File: config.mk
export PLATFORM = sky130hd
export DESIGN_NAME = qrp_top
export DESIGN_NICKNAME = d
export VERILOG_FILES = /design/src/rtl/qrp_pkg.sv /design/src/rtl/qrp_top.sv /design/src/rtl/qrp_sync.sv /design/src/rtl/qrp_fifo.sv
export SDC_FILE = /design/constraint.sdc
export NUM_CORES = 1
export LEC_CHECK = 0
export BUFFER_PORTS_ARGS = -buffer_cell sky130_fd_sc_hd__buf_2
export CAP_MARGIN = 20
export CELL_PAD_IN_SITES_DETAIL_PLACEMENT = 1
export CELL_PAD_IN_SITES_GLOBAL_PLACEMENT = 2
export CORE_MARGIN = 2
export CORE_UTILIZATION = 40
export DETAILED_ROUTE_END_ITERATION = 12
export HOLD_SLACK_MARGIN = 0.02
export PLACE_DENSITY = 0.81
export RECOVER_POWER = 100
export SLEW_MARGIN = 20
export SYNTH_ARGS = -nofsm -noshare
export SYNTH_HDL_FRONTEND = slang
export SYNTH_SLANG_ARGS = --single-unit
File: constraint.sdc
create_clock -name clk -period 3.41 [get_ports clk]
set_input_delay 0.8525 -clock clk [delete_from_list [all_inputs] [get_ports clk]]
set_output_delay 0.8525 -clock clk [all_outputs]
set_load 0.02 [all_outputs]
File: src/rtl/qrp_pkg.sv
package qrp_pkg;

    // datapath geometry
    localparam int QRP_DATA_W   = 16;
    localparam int QRP_STAGES   = 4;
    localparam int QRP_FIFO_DEP = 16;
    localparam int QRP_WORD_W   = QRP_DATA_W + 2;
    localparam int QRP_LEVEL_W  = 5;

    // register bus geometry
    localparam int QRP_ADDR_W   = 5;
    localparam int QRP_BUS_W    = 32;

    // instruction codes, {instr_bit1, instr_bit0}
    localparam logic [1:0] QRP_OP_SHIFT_ALL = 2'h0;
    localparam logic [1:0] QRP_OP_LOAD_LOW  = 2'h1;
    localparam logic [1:0] QRP_OP_LOAD_HIGH = 2'h2;
    localparam logic [1:0] QRP_OP_HOLD      = 2'h3;

    // register offsets (byte addresses)
    localparam logic [4:0] QRP_ADDR_CTRL    = 5'h00;
    localparam logic [4:0] QRP_ADDR_STATUS  = 5'h04;
    localparam logic [4:0] QRP_ADDR_STAGE1  = 5'h08;
    localparam logic [4:0] QRP_ADDR_STAGE4  = 5'h14;

    // control fields and reset value
    localparam int         QRP_CTRL_VARIANT_BIT = 0;
    localparam int         QRP_CTRL_RUN_BIT     = 1;
    localparam logic [1:0] QRP_CTRL_RST         = 2'h2;

    // status fields
    localparam int QRP_STAT_LEVEL_LSB = 0;
    localparam int QRP_STAT_EMPTY_BIT = 8;
    localparam int QRP_STAT_FULL_BIT  = 9;

endpackage

File: src/rtl/qrp_top.sv
`timescale 1ns/1ps
module qrp_top
    import qrp_pkg::*;
(
    // clock and reset
    input  wire logic                  clk,
    input  wire logic                  rst_b,
    // pipeline pins
    input  wire logic                  instr_bit0,
    input  wire logic                  instr_bit1,
    input  wire logic                  sel_bit0,
    input  wire logic                  sel_bit1,
    input  wire logic [QRP_DATA_W-1:0] data_in,
    input  wire logic                  out_en_b,
    output logic [QRP_DATA_W-1:0]      data_out,
    output logic                       data_out_oe,
    output logic                       pin_ready,
    // register port
    input  wire logic [QRP_ADDR_W-1:0] reg_addr,
    input  wire logic [QRP_BUS_W-1:0]  reg_wr_data,
    input  wire logic                  reg_wr,
    input  wire logic                  reg_rd,
    output logic [QRP_BUS_W-1:0]       reg_rd_data
);

    // select code LL reads the last stage, HH the first
    function automatic logic [1:0] qrp_sel_idx(input logic [1:0] sel);
        return ~sel;
    endfunction

    // ------------------------------------------------------------------
    // pin synchronisers
    // ------------------------------------------------------------------
    localparam int PIN_W = QRP_DATA_W + 5;
    // syncs wake at pin idle: enable off, hold code, so no stray shift
    localparam logic [PIN_W-1:0] PIN_IDLE = {1'b1, 2'h0, QRP_OP_HOLD, 16'h0000};

    logic [PIN_W-1:0]      pin_sync;
    logic [1:0]            instr_s;
    logic [1:0]            sel_s;
    logic [QRP_DATA_W-1:0] data_s;
    logic                  out_en_b_s;

    qrp_sync #(
        .W       (PIN_W),
        .RST_VAL (PIN_IDLE)
    ) u_pin_sync (
        .clk      (clk),
        .rst_b    (rst_b),
        .raw_in   ({out_en_b, sel_bit1, sel_bit0, instr_bit1, instr_bit0, data_in}),
        .sync_out (pin_sync)
    );

    // code and data cross together so they stay paired
    // paired code and data
    assign data_s     = pin_sync[QRP_DATA_W-1:0];
    assign instr_s    = pin_sync[QRP_DATA_W+1:QRP_DATA_W];
    assign sel_s      = pin_sync[QRP_DATA_W+3:QRP_DATA_W+2];
    assign out_en_b_s = pin_sync[QRP_DATA_W+4];

    // ------------------------------------------------------------------
    // control register
    // ------------------------------------------------------------------
    logic [1:0] ctrl_ff;
    wire        variant_hold = ctrl_ff[QRP_CTRL_VARIANT_BIT];
    wire        run          = ctrl_ff[QRP_CTRL_RUN_BIT];

    wire wr_ctrl = reg_wr && (reg_addr == QRP_ADDR_CTRL);

    always_ff @(posedge clk) begin
        if (!rst_b) begin
            ctrl_ff <= QRP_CTRL_RST;
        end else if (wr_ctrl) begin
            ctrl_ff <= reg_wr_data[1:0];
        end
    end

    // ------------------------------------------------------------------
    // instruction fifo
    // ------------------------------------------------------------------
    // clearing run stalls the drain, so the fifo fills and pin_ready drops
    logic                   fifo_in_ready;
    logic                   fifo_out_valid;
    logic [QRP_WORD_W-1:0]  fifo_word;
    logic [QRP_LEVEL_W-1:0] fifo_level;

    qrp_fifo #(
        .W     (QRP_WORD_W),
        .DEPTH (QRP_FIFO_DEP)
    ) u_fifo (
        .clk       (clk),
        .rst_b     (rst_b),
        .in_valid  (1'b1),
        .in_ready  (fifo_in_ready),
        .in_data   ({instr_s, data_s}),
        .out_valid (fifo_out_valid),
        .out_ready (run),
        .out_data  (fifo_word),
        .level     (fifo_level)
    );

    wire                  pop = fifo_out_valid && run;
    wire [1:0]            op  = fifo_word[QRP_WORD_W-1:QRP_DATA_W];
    wire [QRP_DATA_W-1:0] din = fifo_word[QRP_DATA_W-1:0];

    // ------------------------------------------------------------------
    // stage update decode
    // ------------------------------------------------------------------
    logic [QRP_DATA_W-1:0] stage_ff  [QRP_STAGES];
    logic [QRP_DATA_W-1:0] nxt_stage [QRP_STAGES];

    wire op_all  = (op == QRP_OP_SHIFT_ALL);
    wire op_low  = (op == QRP_OP_LOAD_LOW);
    wire op_high = (op == QRP_OP_LOAD_HIGH);

    wire upd_one   = pop && (op_all || op_high);
    wire upd_three = pop && (op_all || op_low);
    wire upd_two   = pop && (op_all || (op_high && !variant_hold));
    wire upd_four  = pop && (op_all || (op_low && !variant_hold));

    assign nxt_stage[0] = upd_one   ? din         : stage_ff[0];
    assign nxt_stage[1] = upd_two   ? stage_ff[0] : stage_ff[1];
    assign nxt_stage[2] = upd_three ? (op_all ? stage_ff[1] : din) : stage_ff[2];
    assign nxt_stage[3] = upd_four  ? stage_ff[2] : stage_ff[3];
    // hold code falls through every select above

    genvar g;
    generate
        for (g = 0; g < QRP_STAGES; g++) begin : g_stage
            always_ff @(posedge clk) begin
                stage_ff[g] <= nxt_stage[g];
            end
        end
    endgenerate

    // ------------------------------------------------------------------
    // output path
    // ------------------------------------------------------------------
    // select ignores instruction
    wire [1:0]            out_idx  = qrp_sel_idx(sel_s);
    wire [QRP_DATA_W-1:0] out_pick = nxt_stage[out_idx];

    logic [QRP_DATA_W-1:0] data_out_ff;
    logic                  oe_ff;
    logic                  pin_ready_ff;

    // muxing nxt values lets the output show the new stage right after the edge
    // output follows update
    always_ff @(posedge clk) begin
        if (!rst_b) begin
            data_out_ff  <= '0;
            oe_ff        <= 1'b0;
            pin_ready_ff <= 1'b0;
        end else begin
            data_out_ff  <= out_pick;
            oe_ff        <= !out_en_b_s;
            pin_ready_ff <= fifo_in_ready;
        end
    end

    assign data_out    = data_out_ff;
    assign data_out_oe = oe_ff;
    assign pin_ready   = pin_ready_ff;

    // ------------------------------------------------------------------
    // register read path
    // ------------------------------------------------------------------
    wire        rd_stage = (reg_addr >= QRP_ADDR_STAGE1) && (reg_addr <= QRP_ADDR_STAGE4);
    wire [1:0]  rd_idx   = 2'(reg_addr[4:2] - QRP_ADDR_STAGE1[4:2]);

    wire [QRP_BUS_W-1:0] status_word =
        (QRP_BUS_W'(fifo_level) << QRP_STAT_LEVEL_LSB) |
        (QRP_BUS_W'(!fifo_out_valid) << QRP_STAT_EMPTY_BIT) |
        (QRP_BUS_W'(!fifo_in_ready) << QRP_STAT_FULL_BIT);

    // unmapped addresses read as zero
    wire [QRP_BUS_W-1:0] rd_mux =
        (reg_addr == QRP_ADDR_CTRL)   ? QRP_BUS_W'(ctrl_ff) :
        (reg_addr == QRP_ADDR_STATUS) ? status_word :
        rd_stage                      ? QRP_BUS_W'(stage_ff[rd_idx]) :
                                        '0;

    logic [QRP_BUS_W-1:0] rd_data_ff;

    // read data stands only in the cycle after the strobe
    always_ff @(posedge clk) begin
        if (!rst_b) begin
            rd_data_ff <= '0;
        end else begin
            rd_data_ff <= reg_rd ? rd_mux : '0;
        end
    end

    assign reg_rd_data = rd_data_ff;
endmodule

File: src/rtl/qrp_sync.sv
`timescale 1ns/1ps
module qrp_sync #(
    parameter int             W       = 1,
    // idle level of each pin, so release shows no false code or edge
    parameter logic [W-1:0]   RST_VAL = '0
) (
    // clock and reset
    input  wire logic         clk,
    input  wire logic         rst_b,
    // raw and synchronised levels
    input  wire logic [W-1:0] raw_in,
    output logic      [W-1:0] sync_out
);

    logic [W-1:0] meta_ff;
    logic [W-1:0] sync_ff;

    // first stage feeds only the second stage
    always_ff @(posedge clk) begin
        if (!rst_b) begin
            meta_ff <= RST_VAL;
            sync_ff <= RST_VAL;
        end else begin
            meta_ff <= raw_in;
            sync_ff <= meta_ff;
        end
    end

    assign sync_out = sync_ff;

endmodule

File: src/rtl/qrp_fifo.sv
`timescale 1ns/1ps
module qrp_fifo #(
    parameter int W     = 18,
    parameter int DEPTH = 16
) (
    // clock and reset
    input  wire logic                       clk,
    input  wire logic                       rst_b,
    // fill side
    input  wire logic                       in_valid,
    output logic                            in_ready,
    input  wire logic [W-1:0]               in_data,
    // drain side
    output logic                            out_valid,
    input  wire logic                       out_ready,
    output logic [W-1:0]                    out_data,
    // occupancy
    output logic [$clog2(DEPTH+1)-1:0]      level
);

    localparam int PW = $clog2(DEPTH);
    localparam int CW = $clog2(DEPTH+1);

    logic [W-1:0]  mem_ff [DEPTH];
    logic [PW-1:0] wr_ptr_ff;
    logic [PW-1:0] rd_ptr_ff;
    logic [CW-1:0] count_ff;

    wire do_push = in_valid && in_ready;
    wire do_pop  = out_valid && out_ready;

    assign in_ready  = (count_ff != CW'(DEPTH));
    assign out_valid = (count_ff != '0);
    assign out_data  = mem_ff[rd_ptr_ff];
    assign level     = count_ff;

    // storage needs no reset, pointers guard it
    always_ff @(posedge clk) begin
        if (do_push) begin
            mem_ff[wr_ptr_ff] <= in_data;
        end
    end

    always_ff @(posedge clk) begin
        if (!rst_b) begin
            wr_ptr_ff <= '0;
            rd_ptr_ff <= '0;
            count_ff  <= '0;
        end else begin
            wr_ptr_ff <= do_push ? PW'(wr_ptr_ff + 1'b1) : wr_ptr_ff;
            rd_ptr_ff <= do_pop ? PW'(rd_ptr_ff + 1'b1) : rd_ptr_ff;
            count_ff  <= CW'(count_ff + CW'(do_push) - CW'(do_pop));
        end
    end

endmodule

After elaboration in Yosys (flattened, before gate mapping)
Memory sizes are Yosys's and may differ from the RTL's. A register that Yosys moved wholly into a read port is not among the register bits.
Cells that the tools add are included.
Widths: inputs -> output; s select.
{ "classes": {"n_addsub": 5, "order_cmp": 3, "eq_ne": 4, "muxes": 15, "n_bitwise": 6, "reduce_logical": 22} }
{ "ops": {"columns": ["op", "n"], "rows": [
  ["$mux 16", 9],
  ["$bmux 16 s2", 1],
  ["$or 9x10->10", 1],
  ["$logic_and 1x1->1", 9],
  ["$or 5x9->9", 1],
  ["$add 4x1->4 const B", 2],
  ["$mux 4", 2],
  ["$add 5x1->5", 1],
  ["$eq 5x3->1 const B", 1],
  ["$ge 5x4->1 const B", 1],
  ["$le 5x5->1 const B", 1],
  ["$logic_not 5->1", 1],
  ["$ne 5x5->1 const B", 1],
  ["$reduce_bool 5->1", 1],
  ["$sub 5x1->5", 1],
  ["$logic_not 1->1", 4],
  ["$logic_or 1x1->1", 4],
  ["$ge 3x3->1 const B", 1],
  ["$not 2->3", 1],
  ["$reduce_or 3->1", 1],
  ["$eq 2x1->1 const B", 1],
  ["$eq 2x2->1 const B", 1],
  ["$logic_not 2->1", 1],
  ["$mux 1", 2],
  ["other kinds (5)", 6]
]} }
{ "totals": {"register_bits": 91, "mem_bits_rw": 352, "input_bits": 62, "out_inout_bits": 50, "wordCells": 68, "memories": 2} }
{ "memory_table": {"columns": ["name", "depth", "width", "read_ports", "rd_ports_with_merged_regs", "write_ports", "line", "rtl"], "rows": [
  ["u_fifo.mem_ff", 16, 18, 1, 1, 1, "qrp_fifo.sv:24", "logic [W-1:0] mem_ff [DEPTH];"],
  ["stage_ff", 4, 16, 5, 0, 4, "qrp_top.sv:109", "logic [QRP_DATA_W-1:0] stage_ff [QRP_STAGES];"]
]} }

Logic depth before layout (Yosys ltp)
{ "depth": {"depth_word": 8, "depth_mapped": 14} }

Modules after synthesis
A second synthesis with hierarchy kept.
{ "unflattened": {"hier_cells": 1103, "area_unflattened_um2": 17306.6} }
{ "modules_own_cells": {"columns": ["module", "n_inst", "cells_per_inst", "area_each_um2", "seq_area_each_um2"], "rows": [
  ["qrp_fifo", 1, 551, 11702.5, 8988.6],
  ["qrp_top", 1, 464, 4478.0, 2001.9],
  ["qrp_sync", 1, 88, 1126.1, 840.8]
]} }

Worst setup path after synthesis
OpenSTA, ideal clock, no wires.
{ "synth_path": {"path_kind": "register to register", "from": "reg u_fifo.count_ff[2] (netlist: u_fifo.level[2])", "to": "mem u_fifo.mem_ff[2][0], enable pin", "setup_time_ns": 0.416, "arrival_time_ns": 2.379, "slack_ns": 0.616, "path_stages_with_launch": 7, "synth_period_minus_slack_ns": 2.794, "path_cell_list": "dfxtp_1 > inv_1 > ha_1 > nand4_1 > clkbuf_1 > nand2_1 > nor3_1"} }
{ "synth_via": {"elab_chain_cells": 3} }
{ "synth_lines": {"columns": ["element", "line", "rtl"], "rows": [
  ["start, declared", "qrp_fifo.sv:27", "logic [CW-1:0] count_ff;"],
  ["start signal, assigned", "qrp_fifo.sv:52", "count_ff <= CW'(count_ff + CW'(do_push) - CW'(do_pop));"],
  ["$ne 5x5->1", "qrp_fifo.sv:32", "assign in_ready = (count_ff != CW'(DEPTH));"],
  ["via fifo_in_ready", "qrp_top.sv:82", "logic fifo_in_ready;"],
  ["$mux 1", "qrp_fifo.sv:39", "if (do_push) begin"],
  ["$mux 1 (implied by the code)", "qrp_fifo.sv:40", "mem_ff[wr_ptr_ff] <= in_data;"],
  ["end, declared", "qrp_fifo.sv:24", null]
]} }
The timed path passes the listed nets, and every way through them passes these cells.

==> results by group <==
Status
  – Outcome: finished, violations left
  – Failing checks: capacitance limit, slew limit

Route
  – Via/cell ratio: slightly above 5
  – Average routed wire per standard cell: 21.8 um
  – Router iterations before antenna repair: 4
  – Vias post-DR: 9315
  – Routed WL: 39200 um
  – DRC viols: 0
  – Post-DRT Antenna Nets: 0
  – DRT iter0 DRCs: approximately 720

Clock network
  – CTS H-tree depth: 2
  – Cts bufs inserted: 46
  – Clock latency on the worst-skew pair: approximately 0.59 ns
  – Post-CTS Setup Bufs: 0
  – Clock sink total: 447
  – CTS tree: yes
  – Cts repair resizes: 0
  – Maximum clock path buffer count: 3
  – CTS root buf: clkbuf_16
  – Reg clk slew, reported paths: 0.06 ns
  – Hold Buf Count CTS: 0

Yosys
  – Area share of the largest cell type after synthesis: 0.499
  – Main synth FF type: edfxtp_1
  – Post-Synth XOR/XNOR Area: 0.00455
  – Register area share after synthesis: 0.683
  – Syn Std Cell Area: roughly 17000 um^2
  – Post-Synthesis Cells: between 1000 and 1500
  – Post-synthesis mux area share: 0.147
  – Number of synthesized flops with an enable pin: around 290
  – Distinct cells, synth: 52
  – Synth Area in Compound Gates: 0.0618
  – Largest family of logic cells by synthesized area: multiplexers
  – Flops & latches, synth: 447
  – Adder-cell share of the synthesized area: 0.00838
  – Post-synth top area cell: edfxtp_1
  – Synth Area in Simple Gates: 0.0642
  – Post-synth ARST share: 0
  – Mean post-synth cell area: 16.1 um^2
  – Ys Warns: 0
  – Top post-synthesis cells by area: edfxtp_1, dfxtp_1, mux4_2

STA
  – Setup TNS: 0 ns
  – Final Max Slew Viols: a little over 80
  – Clock period minus worst slack: 3.05 ns
  – RSZ-0062 raised after global routing: no
  – Fin Clk Skew: approximately 0.016 ns
  – Max Freq: 0.328 GHz
  – Final cycle utilization of the critical path: 0.895
  – Final worst slack: around 0.36 ns
  – Relative slew slack: -0.466
  – Worst-Margin Slew: 2.20 ns
  – Final setup viols: 0
  – Final Hold Viols: 0

Worst hold path
  – Hold Crit Start: u_pin_sync.sync_out[20]
  – Worst min path class: reg -> reg
  – Worst Hold End: data_out_oe
  – Min-Delay Path Depth: 1

Finish
  – Final non-filler cell total: 1801
  – Most common cell after layout, fill and taps aside: edfxtp_1
  – Fillers: 4228
  – Final core utilization: 0.461
  – Ratio of cells with drive above 1 in the final layout: 0.199
  – Design area: 19800 um^2
  – Nets@finish: 1251
  – Most frequent cells in the layout: edfxtp_1, dfxtp_1, mux4_2
  – Area added between synthesis and finish: 14.2%
  – Ant. Diodes: 0

Critical path
  – CP Data Required Time: between 3 and 4 ns
  – Worst EP arrival: 3.51 ns
  – Worst r2r path cells: 9
  – Worst reg2reg setup slack: roughly 0.36 ns
  – Worst Path Max Fanout: 30
  – R2r endpoint: data_out[12]
  – Worst Setup Path Type: reg -> reg
  – Worst setup EP type: flop
  – Crit path launch type: flop

Flow run
  – MaxCap Viol Count: 2

Global routing
  – Vias in the first global route: 9954
  – Met3 usage: 0.0341
  – Overflow after GRT: 0
  – M2 GR Usage: 0.308
  – Largest net degree at the start of global routing: 59
  – Met1 usage: 0.227
  – First-pass GRT wire length: 60100 um
  – Tot GR Track Use: 0.180
  – Most Used Layer, Global Route: met2
  – Initial antenna violation count: 0

Floorplanning
  – Die area: 45000 um^2
  – Number of cell rows: 76
  – Die height: between 200 and 250 um
  – Core ar.: between 40000 and 50000 um^2
  – I/O pin cnt: between 100 and 150
  – Die width: about 210 um
  – Starting Density: 0.404

Pwr
  – Net switching power: 5.36 mW
  – Sequential power share: 0.432
  – Pwr Density: approximately 860 nW/um^2
  – Combinational share of power: 0.282
  – Pleak: 7.04 nW
  – Peak supply drop: 0.000359 V
  – Clock Power Share: 0.287
  – Cell Int Power: about 12 mW
  – Sw frac: 0.313

Placed design
  – Placed Area: 18500 um^2
  – Placement Setup Slack: 0.468 ns
  – I/O Buffers: 65
  – Placed cells: 1715
  – RD Place Congestion: 0.785
  – HPWL Detailed: about 24000 um
## power groups by stage
stage | Combinational, mW | Sequential (mW) | Clock [mW]
detailed placement | 5.03 | 7.49 | 0
global placement | 4.85 | 7.43 | 0
finish | 4.82 | 7.39 | 4.91
CTS | 5.06 | 7.39 | 5.05
global route | 5.28 | 7.52 | 5.25
floorplan | 3.68 | 7.32 | 0
## through the flow
step                hold slack, ns  power, mW
global route                 0.428       18.0
global placement             0.376       12.3
detailed placement           0.398       12.5
finish                       0.401       17.1
CTS                          0.407       17.5
floorplan                    0.367       11.0
## flip-flops by register name, summed over array words and instances (netlist names), 2 cells and up, named ones only
| name | flops |
|---|---|
| ctrl_ff | 2 |
| u_fifo.level | 5 |
| u_fifo.rd_ptr_ff | 4 |
| u_fifo.wr_ptr_ff | 4 |
| u_pin_sync.meta_ff | 21 |
| data_out | 16 |
| reg_rd_data | 16 |
| stage_ff | 64 |
| u_pin_sync.sync_out | 21 |
| u_fifo.mem_ff | 288 |
## worst max path at each step
stage / depth (start not counted) / startpoint / to
global placement: 14 / u_fifo.level[3] / u_fifo.level[4]
global route: 7 / flop / data_out[2]
detailed placement: 14 / u_fifo.level[3] / u_fifo.level[4]
finish: 9 / flop / data_out[12]
floorplan: 6 / u_fifo.level[2] / u_fifo.mem_ff[2][0]
CTS: 14 / u_fifo.level[3] / u_fifo.level[4]
## Yosys cell counts, types with 2 or more instances
cell and number:
buf_2 14, a221o_1 15, nand2b_1 8, a21o_1 16, mux4_2 87, mux2_2 3
mux2_1 5, buf_1 7, nand4_1 3, nor2b_1 16, nor2_4 3, edfxtp_1 288
clkbuf_1 35, ha_1 10, nor2_1 38, or3_1 2, buf_4 18, a22oi_1 33
nand3_1 4, xnor2_1 8, inv_1 34, mux2_4 10, nand2_1 32, o22ai_1 19
a21oi_1 24, mux2i_1 35, a211oi_1 16, buf_6 4, o21ai_0 6, a21boi_0 3
nor3_1 24, o21ai_1 15, dfxtp_1 159, and2_1 67
## per-layer routing
| layer | vias up | share of wire |
|---|---|---|
| met4 | 0 | 0.028 |
| met1 | 4736 | 0.42 |
| li1 | 4297 | - |
| met3 | 73 | 0.041 |
| met5 | - | 0 |
| met2 | 209 | 0.51 |
## cell families (layout without fill, tap and decap cells)
logic type / after synthesis / in the layout
adders and majority gates: 11 / 11
and+or+nand+nor: 206 / 206
buffers and inverters: 112 / 234
DFF: 447 / 447
muxes: 140 / 140
AOI/OAI and AO/OA: 153 / 153
other: 1 / 16
xor gates and xnor gates: 9 / 9
## worst max-delay path, cell delays in order, from the launching register on
cell and delay, ns:
dfxtp_1 0.41, buf_4 0.24, mux4_2 0.23, mux2i_1 0.09, and2_1 0.26, nor2_4 0.60
a21boi_2 0.11, clkbuf_2 0.43, a211oi_1 0.40, o22ai_1 0.13
## area by class of cell
cell class,instances,area [um^2],area share
inverters,34,128,0.00645
well taps,585,732,0.0370
clock buffers,70,1340,0.0678
multi-input cells,535,5000,0.253
repair buffers,114,606,0.0306
clock inverters,16,149,0.00752
flip-flops and latches,447,11800,0.598
No activity file was read; power rests on OpenSTA's default activity.
